### config.mk
export PLATFORM = sky130hd
export DESIGN_NAME = sync_sequencer
export DESIGN_NICKNAME = d
export VERILOG_FILES = /design/src/seq_pkg.sv /design/src/ref_pulse_gen.sv /design/src/sync_sequencer.sv
export SDC_FILE = /design/constraint.sdc
export NUM_CORES = 1
export LEC_CHECK = 0
export ABC_AREA = 0
export BUFFER_PORTS_ARGS = -buffer_cell sky130_fd_sc_hd__buf_2
export CAP_MARGIN = 20
export CORE_MARGIN = 2
export CORE_UTILIZATION = 35
export DETAILED_ROUTE_END_ITERATION = 6
export PLACE_DENSITY = 0.68
export SYNTH_ARGS = -nofsm -noshare
export SYNTH_HDL_FRONTEND = slang
export SYNTH_HIERARCHICAL = 1
export SYNTH_SLANG_ARGS = --single-unit
### constraint.sdc
create_clock -name clk -period 2.8 [get_ports clk]
set_input_delay 0.14 -clock clk [delete_from_list [all_inputs] [get_ports clk]]
set_output_delay 0.14 -clock clk [all_outputs]
set_load 0.05 [all_outputs]
### src/seq_pkg.sv
// Constants shared by the divider and reference synchronisation sequencer.
// Assumes one 40 MHz clock and a register write port of address, data and strobe.
package seq_pkg;
    localparam int          ADDR_W            = 8;
    localparam int          DATA_W            = 8;
    localparam logic [7:0]  REG_REF_STEP1     = 8'h05;
    localparam logic [7:0]  REG_DIV_STEP1     = 8'h07;
    localparam logic [7:0]  REG_REF_STEP2     = 8'h1B;
    localparam logic [7:0]  REG_DIV_STEP2     = 8'h1D;
    localparam logic [7:0]  REG_REF_FIRE      = 8'h1D;
    localparam logic [7:0]  REG_DIV_FIRE      = 8'h1F;
    localparam int          REQ_BIT           = 7;
    localparam int          NUM_CLK_OUT       = 5;
    localparam int          NUM_REF_OUT       = 4;
    localparam int          FIRE_MAX_PERIODS  = 10;
    localparam int          FIRE_DELAY_CYC    = 4;
    localparam logic [7:0]  REF_COUNT_RESET   = 8'h01;
    localparam logic [7:0]  REF_DIV_RESET     = 8'h03;
endpackage

### src/ref_pulse_gen.sv
// Reference pulse generator: emits a counted number of pulses at a divided rate.
// Assumes start is a one-cycle pulse from the sequencer on the same clock.
`timescale 1ns/100ps
module ref_pulse_gen
    import seq_pkg::*;
(
    input  wire logic       clk,        // System clock.
    input  wire logic       reset,      // Synchronous reset, active high.
    input  wire logic       clear,      // Holds the divider in reset.
    input  wire logic       start,      // Begins a burst.
    input  wire logic [7:0] count,      // Pulses in the burst.
    input  wire logic [7:0] half_div,   // Half period of a pulse in cycles, minus one.
    output logic            pulse,      // Pulse level.
    output logic            busy        // Burst in progress.
);
    logic [7:0] left_ff, nxt_left;
    logic [7:0] div_ff, nxt_div;
    logic       lvl_ff, nxt_lvl;

    // Counts half periods; each full high then low phase uses one pulse.
    always_comb begin
        nxt_left = left_ff;
        nxt_div  = div_ff;
        nxt_lvl  = lvl_ff;
        if (clear) begin
            nxt_left = 8'h00;
            nxt_div  = 8'h00;
            nxt_lvl  = 1'b0;
        end else if (start && count != 8'h00) begin
            nxt_left = count;
            nxt_div  = half_div;
            nxt_lvl  = 1'b1;
        end else if (left_ff != 8'h00) begin
            if (div_ff == 8'h00) begin
                nxt_div = half_div;
                nxt_lvl = ~lvl_ff;
                if (!lvl_ff) begin
                    nxt_left = left_ff - 8'h01;
                end
                if (lvl_ff && left_ff == 8'h01) begin
                    nxt_left = 8'h00;
                end
            end else begin
                nxt_div = div_ff - 8'h01;
            end
        end
    end

    // Registers the generator state.
    always_ff @(posedge clk) begin
        if (reset) begin
            left_ff <= 8'h00;
            div_ff  <= 8'h00;
            lvl_ff  <= 1'b0;
        end else begin
            left_ff <= nxt_left;
            div_ff  <= nxt_div;
            lvl_ff  <= nxt_lvl;
        end
    end

    assign pulse = lvl_ff;
    assign busy  = (left_ff != 8'h00);
endmodule

### src/sync_sequencer.sv
// Divider re-synchronisation and reference pulse sequencer with its request bits.
// Assumes a register write and read port on clk; outputs gate the clock and
// reference drivers of the device.
//
// Notes on behaviour
// - Step one written high starts divider resync and forces clock outputs low.
// - Step two written high arms the dividers for the fire write.
// - After firing, all clock outputs restart together with a rising edge.
// - Divider fire restarts the dividers within ten clock periods.
// - Each request or fire bit clears itself when the sequence completes.
// - Writing zero to any request bit does nothing.
// - Reference step one works only while single output mode is zero.
// - Reference step two resets the pulse divider, enables outputs held low.
// - Reference fire emits exactly the programmed pulse count, then self-clears.
`timescale 1ns/100ps
module sync_sequencer
    import seq_pkg::*;
(
    input  wire logic              clk,                    // 40 MHz clock.
    input  wire logic              reset,                  // Synchronous reset, high.
    input  wire logic              wr_en,                  // Register write strobe.
    input  wire logic [ADDR_W-1:0] wr_addr,                // Register address.
    input  wire logic [DATA_W-1:0] wr_data,                // Write data.
    input  wire logic [ADDR_W-1:0] rd_addr,                // Read address.
    input  wire logic              single_ref_output_mode, // Reference steps disabled.
    input  wire logic [7:0]        ref_pulse_count,        // Pulses per burst.
    input  wire logic [7:0]        ref_half_div,           // Pulse half period in cycles, minus one.
    output logic [DATA_W-1:0]      rd_data,                // Request bits read back.
    output logic                   clock_outputs_hold,     // Clock outputs forced low.
    output logic                   divider_restart,        // One-cycle divider restart.
    output logic                   reference_outputs_en,   // Reference outputs active.
    output logic                   reference_outputs       // Reference pulse level.
);
    typedef enum logic [2:0] {
        DIV_IDLE  = 3'b001,
        DIV_ARMED = 3'b010,
        DIV_FIRE  = 3'b100
    } div_state_e;
    typedef enum logic [3:0] {
        REF_IDLE  = 4'b0001,
        REF_REQ   = 4'b0010,
        REF_ARMED = 4'b0100,
        REF_BURST = 4'b1000
    } ref_state_e;

    div_state_e div_st_ff, nxt_div_st;
    ref_state_e ref_st_ff, nxt_ref_st;
    logic [2:0] div_bits_ff, nxt_div_bits;
    logic [2:0] ref_bits_ff, nxt_ref_bits;
    logic [3:0] wait_ff, nxt_wait;
    logic       hold_ff, nxt_hold;
    logic       restart_ff, nxt_restart;
    logic       ren_ff, nxt_ren;
    logic       rout_ff;
    logic       rd_ff_bit;
    logic [DATA_W-1:0] rd_data_ff, nxt_rd_data;
    logic       gen_clear, gen_start, gen_pulse, gen_busy;

    // A write of one to bit seven at the given address.
    function automatic logic set_hit(input logic we, input logic [ADDR_W-1:0] a,
                                     input logic [DATA_W-1:0] d,
                                     input logic [ADDR_W-1:0] target);
        set_hit = we && (a == target) && d[REQ_BIT];
    endfunction

    logic w_d1, w_d2, w_df, w_r1, w_r2, w_rf;
    assign w_d1 = set_hit(wr_en, wr_addr, wr_data, REG_DIV_STEP1);
    assign w_d2 = set_hit(wr_en, wr_addr, wr_data, REG_DIV_STEP2);
    assign w_df = set_hit(wr_en, wr_addr, wr_data, REG_DIV_FIRE);
    assign w_r1 = set_hit(wr_en, wr_addr, wr_data, REG_REF_STEP1);
    assign w_r2 = set_hit(wr_en, wr_addr, wr_data, REG_REF_STEP2);
    assign w_rf = set_hit(wr_en, wr_addr, wr_data, REG_REF_FIRE);

    // Divider sequence next state.
    always_comb begin
        nxt_div_st   = div_st_ff;
        nxt_div_bits = div_bits_ff;
        nxt_wait     = wait_ff;
        nxt_hold     = hold_ff;
        nxt_restart  = 1'b0;
        // zero writes ignored: only set_hit terms act below.
        case (div_st_ff)
            DIV_IDLE: begin
                if (w_d1) begin
                    nxt_div_bits[0] = 1'b1;
                    nxt_hold        = 1'b1;
                    nxt_div_st      = DIV_ARMED;
                end
            end
            DIV_ARMED: begin
                if (w_d2 && div_bits_ff[0]) begin
                    nxt_div_bits[1] = 1'b1;
                end
                if (w_df && div_bits_ff[1]) begin
                    nxt_div_bits[2] = 1'b1;
                    nxt_wait        = 4'(FIRE_DELAY_CYC - 1);
                    nxt_div_st      = DIV_FIRE;
                end
            end
            DIV_FIRE: begin
                if (wait_ff != 4'h0) begin
                    nxt_wait = wait_ff - 4'h1;
                end else begin
                    nxt_restart  = 1'b1;
                    nxt_hold     = 1'b0;
                    nxt_div_bits = 3'b000;
                    nxt_div_st   = DIV_IDLE;
                end
            end
            default: nxt_div_st = DIV_IDLE;
        endcase
    end

    // Reference sequence next state.
    always_comb begin
        nxt_ref_st   = ref_st_ff;
        nxt_ref_bits = ref_bits_ff;
        nxt_ren      = ren_ff;
        gen_clear    = 1'b0;
        gen_start    = 1'b0;
        case (ref_st_ff)
            REF_IDLE: begin
                if (w_r1 && !single_ref_output_mode) begin
                    nxt_ref_bits[0] = 1'b1;
                    nxt_ref_st      = REF_REQ;
                end
            end
            REF_REQ: begin
                if (w_r2 && !single_ref_output_mode) begin
                    nxt_ref_bits[1] = 1'b1;
                    nxt_ren         = 1'b1;
                    gen_clear       = 1'b1;
                    nxt_ref_st      = REF_ARMED;
                end
            end
            REF_ARMED: begin
                if (w_rf && !single_ref_output_mode) begin
                    nxt_ref_bits[2] = 1'b1;
                    gen_start       = 1'b1;
                    nxt_ref_st      = REF_BURST;
                end
            end
            REF_BURST: begin
                if (!gen_busy) begin
                    nxt_ref_bits = 3'b000;
                    nxt_ref_st   = REF_IDLE;
                end
            end
            default: nxt_ref_st = REF_IDLE;
        endcase
    end

    // Read back the request bit of the addressed register.
    always_comb begin
        rd_ff_bit = 1'b0;
        if (rd_addr == REG_DIV_STEP1) begin
            rd_ff_bit = div_bits_ff[0];
        end else if (rd_addr == REG_REF_STEP1) begin
            rd_ff_bit = ref_bits_ff[0];
        end else if (rd_addr == REG_REF_STEP2) begin
            rd_ff_bit = ref_bits_ff[1];
        end else if (rd_addr == REG_DIV_STEP2) begin
            rd_ff_bit = div_bits_ff[1] | ref_bits_ff[2];
        end else if (rd_addr == REG_DIV_FIRE) begin
            rd_ff_bit = div_bits_ff[2];
        end
        nxt_rd_data          = '0;
        nxt_rd_data[REQ_BIT] = rd_ff_bit;
    end

    // Registers all sequencer state.
    always_ff @(posedge clk) begin
        if (reset) begin
            div_st_ff   <= DIV_IDLE;
            ref_st_ff   <= REF_IDLE;
            div_bits_ff <= 3'b000;
            ref_bits_ff <= 3'b000;
            wait_ff     <= 4'h0;
            hold_ff     <= 1'b0;
            restart_ff  <= 1'b0;
            ren_ff      <= 1'b0;
            rout_ff     <= 1'b0;
            rd_data_ff  <= '0;
        end else begin
            div_st_ff   <= nxt_div_st;
            ref_st_ff   <= nxt_ref_st;
            div_bits_ff <= nxt_div_bits;
            ref_bits_ff <= nxt_ref_bits;
            wait_ff     <= nxt_wait;
            hold_ff     <= nxt_hold;
            restart_ff  <= nxt_restart;
            ren_ff      <= nxt_ren;
            rout_ff     <= gen_pulse;
            rd_data_ff  <= nxt_rd_data;
        end
    end

    ref_pulse_gen u_gen (
        .clk      (clk),
        .reset    (reset),
        .clear    (gen_clear),
        .start    (gen_start),
        .count    (ref_pulse_count),
        .half_div (ref_half_div),
        .pulse    (gen_pulse),
        .busy     (gen_busy)
    );

    assign rd_data              = rd_data_ff;
    assign clock_outputs_hold   = hold_ff;
    assign divider_restart      = restart_ff;
    assign reference_outputs_en = ren_ff;
    assign reference_outputs    = rout_ff;

    // Restart comes within ten clock periods of the fire write.
    AST_FIRE_BOUND: assert property (@(posedge clk) disable iff (reset)
        (w_df && div_st_ff == DIV_ARMED && div_bits_ff[1]) |-> ##[1:10] divider_restart)
        else $error("Divider restart late after fire write.");
    // Outputs are held low in the cycle after step one.
    AST_HOLD_LOW: assert property (@(posedge clk) disable iff (reset)
        (w_d1 && div_st_ff == DIV_IDLE) |=> clock_outputs_hold)
        else $error("Clock outputs not held after step one.");
    // Restart releases the hold in the same cycle.
    AST_RESTART_EDGE: assert property (@(posedge clk) disable iff (reset)
        divider_restart |-> !clock_outputs_hold && $past(clock_outputs_hold))
        else $error("Restart without release of hold.");
    // Divider bits are clear after restart.
    AST_DIV_CLEAR: assert property (@(posedge clk) disable iff (reset)
        divider_restart |-> div_bits_ff == 3'b000)
        else $error("Divider request bits not cleared.");
    // Fire before step one is ignored.
    AST_ORDER: assert property (@(posedge clk) disable iff (reset)
        (div_st_ff == DIV_IDLE && w_df) |=> div_st_ff == DIV_IDLE)
        else $error("Fire accepted out of order.");
    // Single output mode blocks step one.
    AST_MODE_GATE: assert property (@(posedge clk) disable iff (reset)
        (ref_st_ff == REF_IDLE && single_ref_output_mode) |=> ref_st_ff == REF_IDLE)
        else $error("Reference step accepted in single mode.");
    // Step two enables outputs held low.
    AST_REF_ARM: assert property (@(posedge clk) disable iff (reset)
        (ref_st_ff == REF_REQ && w_r2 && !single_ref_output_mode)
        |=> reference_outputs_en ##1 !reference_outputs)
        else $error("Reference outputs not armed low.");
    // A burst ends with the bits cleared.
    AST_REF_DONE: assert property (@(posedge clk) disable iff (reset)
        (ref_st_ff == REF_BURST && !gen_busy) |=> ref_bits_ff == 3'b000)
        else $error("Reference bits not cleared after burst.");
endmodule

==> metrics.txt <==
outcome finished clean; Leak 1.031 nW; DRT Pass-1 Iters 4; RSZ-0062 raised after global routing false; Worst Path Arrival 2.55 ns; Std-Cell Rows 29; max_slew headroom 51.77%; CTS Buf Count 5; hold depth 2; IO buf count 41; Hold Crit Class in2reg; minimum clock period between 2 and 2.5 ns; CTS tree yes; FMAX 427.6 MHz; Cell Chain, Critical Path inv_1, ha_1, nor3b_1, nand2_4, o31ai_1, a21oi_1, a211oi_1; Congestion Overflow GR 0; number of synthesized register bits 38; DRC 0; first-pass GRT wire length 8.970 mm; htree depth 2; Crit Path Category reg2reg; most common cell after layout, fill and taps aside buf_2; top_reg_cell synth dfxtp_1; Clk pin slew, worst setup/hold paths approximately 0.090 ns; clock network power share 29.6%; design area 0.002695 sq mm; switching power between 700 and 800 uW; Yosys top cell area share 32.72%; Post-DP HPWL around 3.9 mm; reg-to-reg setup timing slack roughly 0.46 ns; ANT cells 0; Tcrit/Tclk final 83.53%; Clock Path Buffers 2; buffers and inverters on the worst path 1; placed inst area 0.002557 sq mm; clk root buf clkbuf_8; Setup TNS Final 0 ns; P_int 1.242 mW; final hold violation count 0; full die area 0.007310 sq mm; Mapped Cells 290; Worst Setup Start Kind flop; Total Nets Final 378; dominant cells by area after synthesis dfxtp_1 (33%), a21oi_1 (5.8%), o21ai_0 (4.1%); Die H around 86 um; CP max FO 8; # IOs 56; via count ~2200; pin count of the biggest net entering global routing 21; Worst-Skew Late Latency 0.30 ns; P per Cell Area between 700 and 800 mW/mm^2; Tot GR Track Use 14.97%; antenna violations before repair 0; core area between 0.006 and 0.007 sq mm; Initial Util between 30% and 40%; post_cts resized 0; min-delay src rd_addr[3]; Synth Warn # 6; sw frac 36.34%; max incr delay on CP approximately 0.66 ns; final WL around 5.4 mm; Die X 85.50 um; sequential area share after synthesis 32.72%; part of the power in registers 33.9%; peak supply drop ~0.35 mV; DR WL/cell 13.40 um; average cell area after synthesis 8.016 sq um; post-CTS setup buffer count 0; Worst-Margin Slew 0.7173 ns; most frequent cells in the layout buf_2 (41), dfxtp_1 (38), a21oi_1 (27); R2R depth 7; DRT iter0 DRCs 88; max_cap viols 0; final RePlAce weighted congestion between 0.8 and 0.9; async set-reset flop share out of synthesis 0%; worst endpoint required time 3.01 ns; worst r2r dst u_gen/left_ff[2]; clk sinks 38; sink of the worst hold path rd_data[7]; post-route ant nets 0; CP max-delay cell o31ai_1; Comb pwr share 36.5%; area delta synth->final 15.93%; Final setup viols 0; hold buffer count at CTS 0; hold slack approximately 0.05 ns; worst flop-to-flop path startpoint u_gen/div_ff[0]; Cell Count Post-Placement about 400; Synth cell types 63; post-synthesis instance area 0.002325 sq mm; Cell Count, Final, Fillers Out 405; Slew Viols, Final 0; dominant cell type by area after synthesis dfxtp_1; kind of cell adding the most delay to the critical path compound AO/OA/AOI/OAI gates; skew final 0.007912 ns; vias in the first global route 1976; Post-synth EDFFs 0; post-DR vias/cell 5.509; CP endpoint kind flop; ratio of cells with drive above 1 in the final layout 20.43%
-- cells in the mapped netlist, types with 3 or more instances --
cell,count
a211oi_1,7
a21oi_1,27
a31oi_1,6
buf_2,4
buf_4,7
clkbuf_1,7
dfxtp_1,38
ha_1,7
inv_1,18
nand2_1,21
nand2b_1,7
nand3_1,10
nand4_1,3
nand4b_1,4
nor2_1,16
nor2b_1,3
nor3_1,10
nor3b_1,4
nor4_1,7
nor4b_1,3
o211ai_1,3
o21ai_0,19
o31a_1,3
o31ai_1,4
or4_1,4
-- worst max path at each step --
stage	from	endpoint	depth (start not counted)
final	u_gen/div_ff[0]	u_gen/left_ff[2]	7
after detailed placement	wr_addr[5]	u_gen/left_ff[3]	10
after floorplan	wr_addr[5]	u_gen/div_ff[7]	8
after CTS	u_gen/div_ff[0]	u_gen/left_ff[2]	7
after global placement	wr_addr[5]	u_gen/left_ff[3]	10
after global routing	u_gen/div_ff[0]	u_gen/left_ff[6]	7
-- flip-flops by register name, summed over array words and instances, names as in the netlist, 3 cells and up --
register,cells
ref_st_ff,4
div_st_ff,3
u_gen/div_ff,8
wait_ff,4
u_gen/left_ff,8
ref_bits_ff,3
div_bits_ff,3
-- stage by stage --
| stage | util (%) | power (mW) | setup WS [ns] |
|---|---|---|---|
| 2_1_floorplan | - | 1.243 | 0.6133 |
| 3_3_place_gp | 40.05 | 1.351 | 0.3867 |
| 3_5_place_dp | 40.05 | 1.369 | 0.3644 |
| 4_1_cts | 42.20 | 1.952 | 0.5005 |
| 5_1_grt | 42.20 | 2.068 | 0.2189 |
| 6_report | 42.20 | 1.951 | 0.4611 |
-- power groups by stage --
stage	sequential (mW)	clock, mW	combinational [mW]
final	0.661	0.578	0.712
after CTS	0.660	0.589	0.702
after floorplan	0.662	0	0.581
after global routing	0.671	0.602	0.795
after global placement	0.671	0	0.680
after detailed placement	0.671	0	0.698
-- metal layers --
| metal | routed length [um] | GRT usage, % | share of wire, % | vias to the layer above |
|---|---|---|---|---|
| met2 | 2414 | 23.65 | 44 | 80 |
| met3 | 375 | 3.176 | 6.9 | 7 |
| met5 | 0 | 0 | 0 | - |
| met4 | 54 | 4.329 | 1.0 | 0 |
| li1 | - | - | - | 1128 |
| met1 | 2583 | 20.64 | 48 | 1016 |
-- kinds of logic (layout without fill, tap and decap cells) --
group	after synthesis	after routing	share of synthesized area (%)
and+or+nand+nor	114	114	29.93
DFF	38	38	32.72
muxes	1	1	0.6457
xor gates and xnor gates	4	4	1.507
adders and majority gates	7	7	3.767
buffers and inverters	38	70	7.804
AOI/OAI and AO/OA	87	87	23.47
other	1	7	0.1613
-- final cells by class --
class / count / area [sq um]
clock buffer: 5 / 68.82
fill: 644 / 3691
sequential: 38 / 760.7
inverter: 18 / 67.56
multi-input combinational: 220 / 1405
tap: 77 / 96.34
clock inverter: 3 / 68.82
timing repair buffer: 44 / 227.7
(Power assumes the default switching activity.)
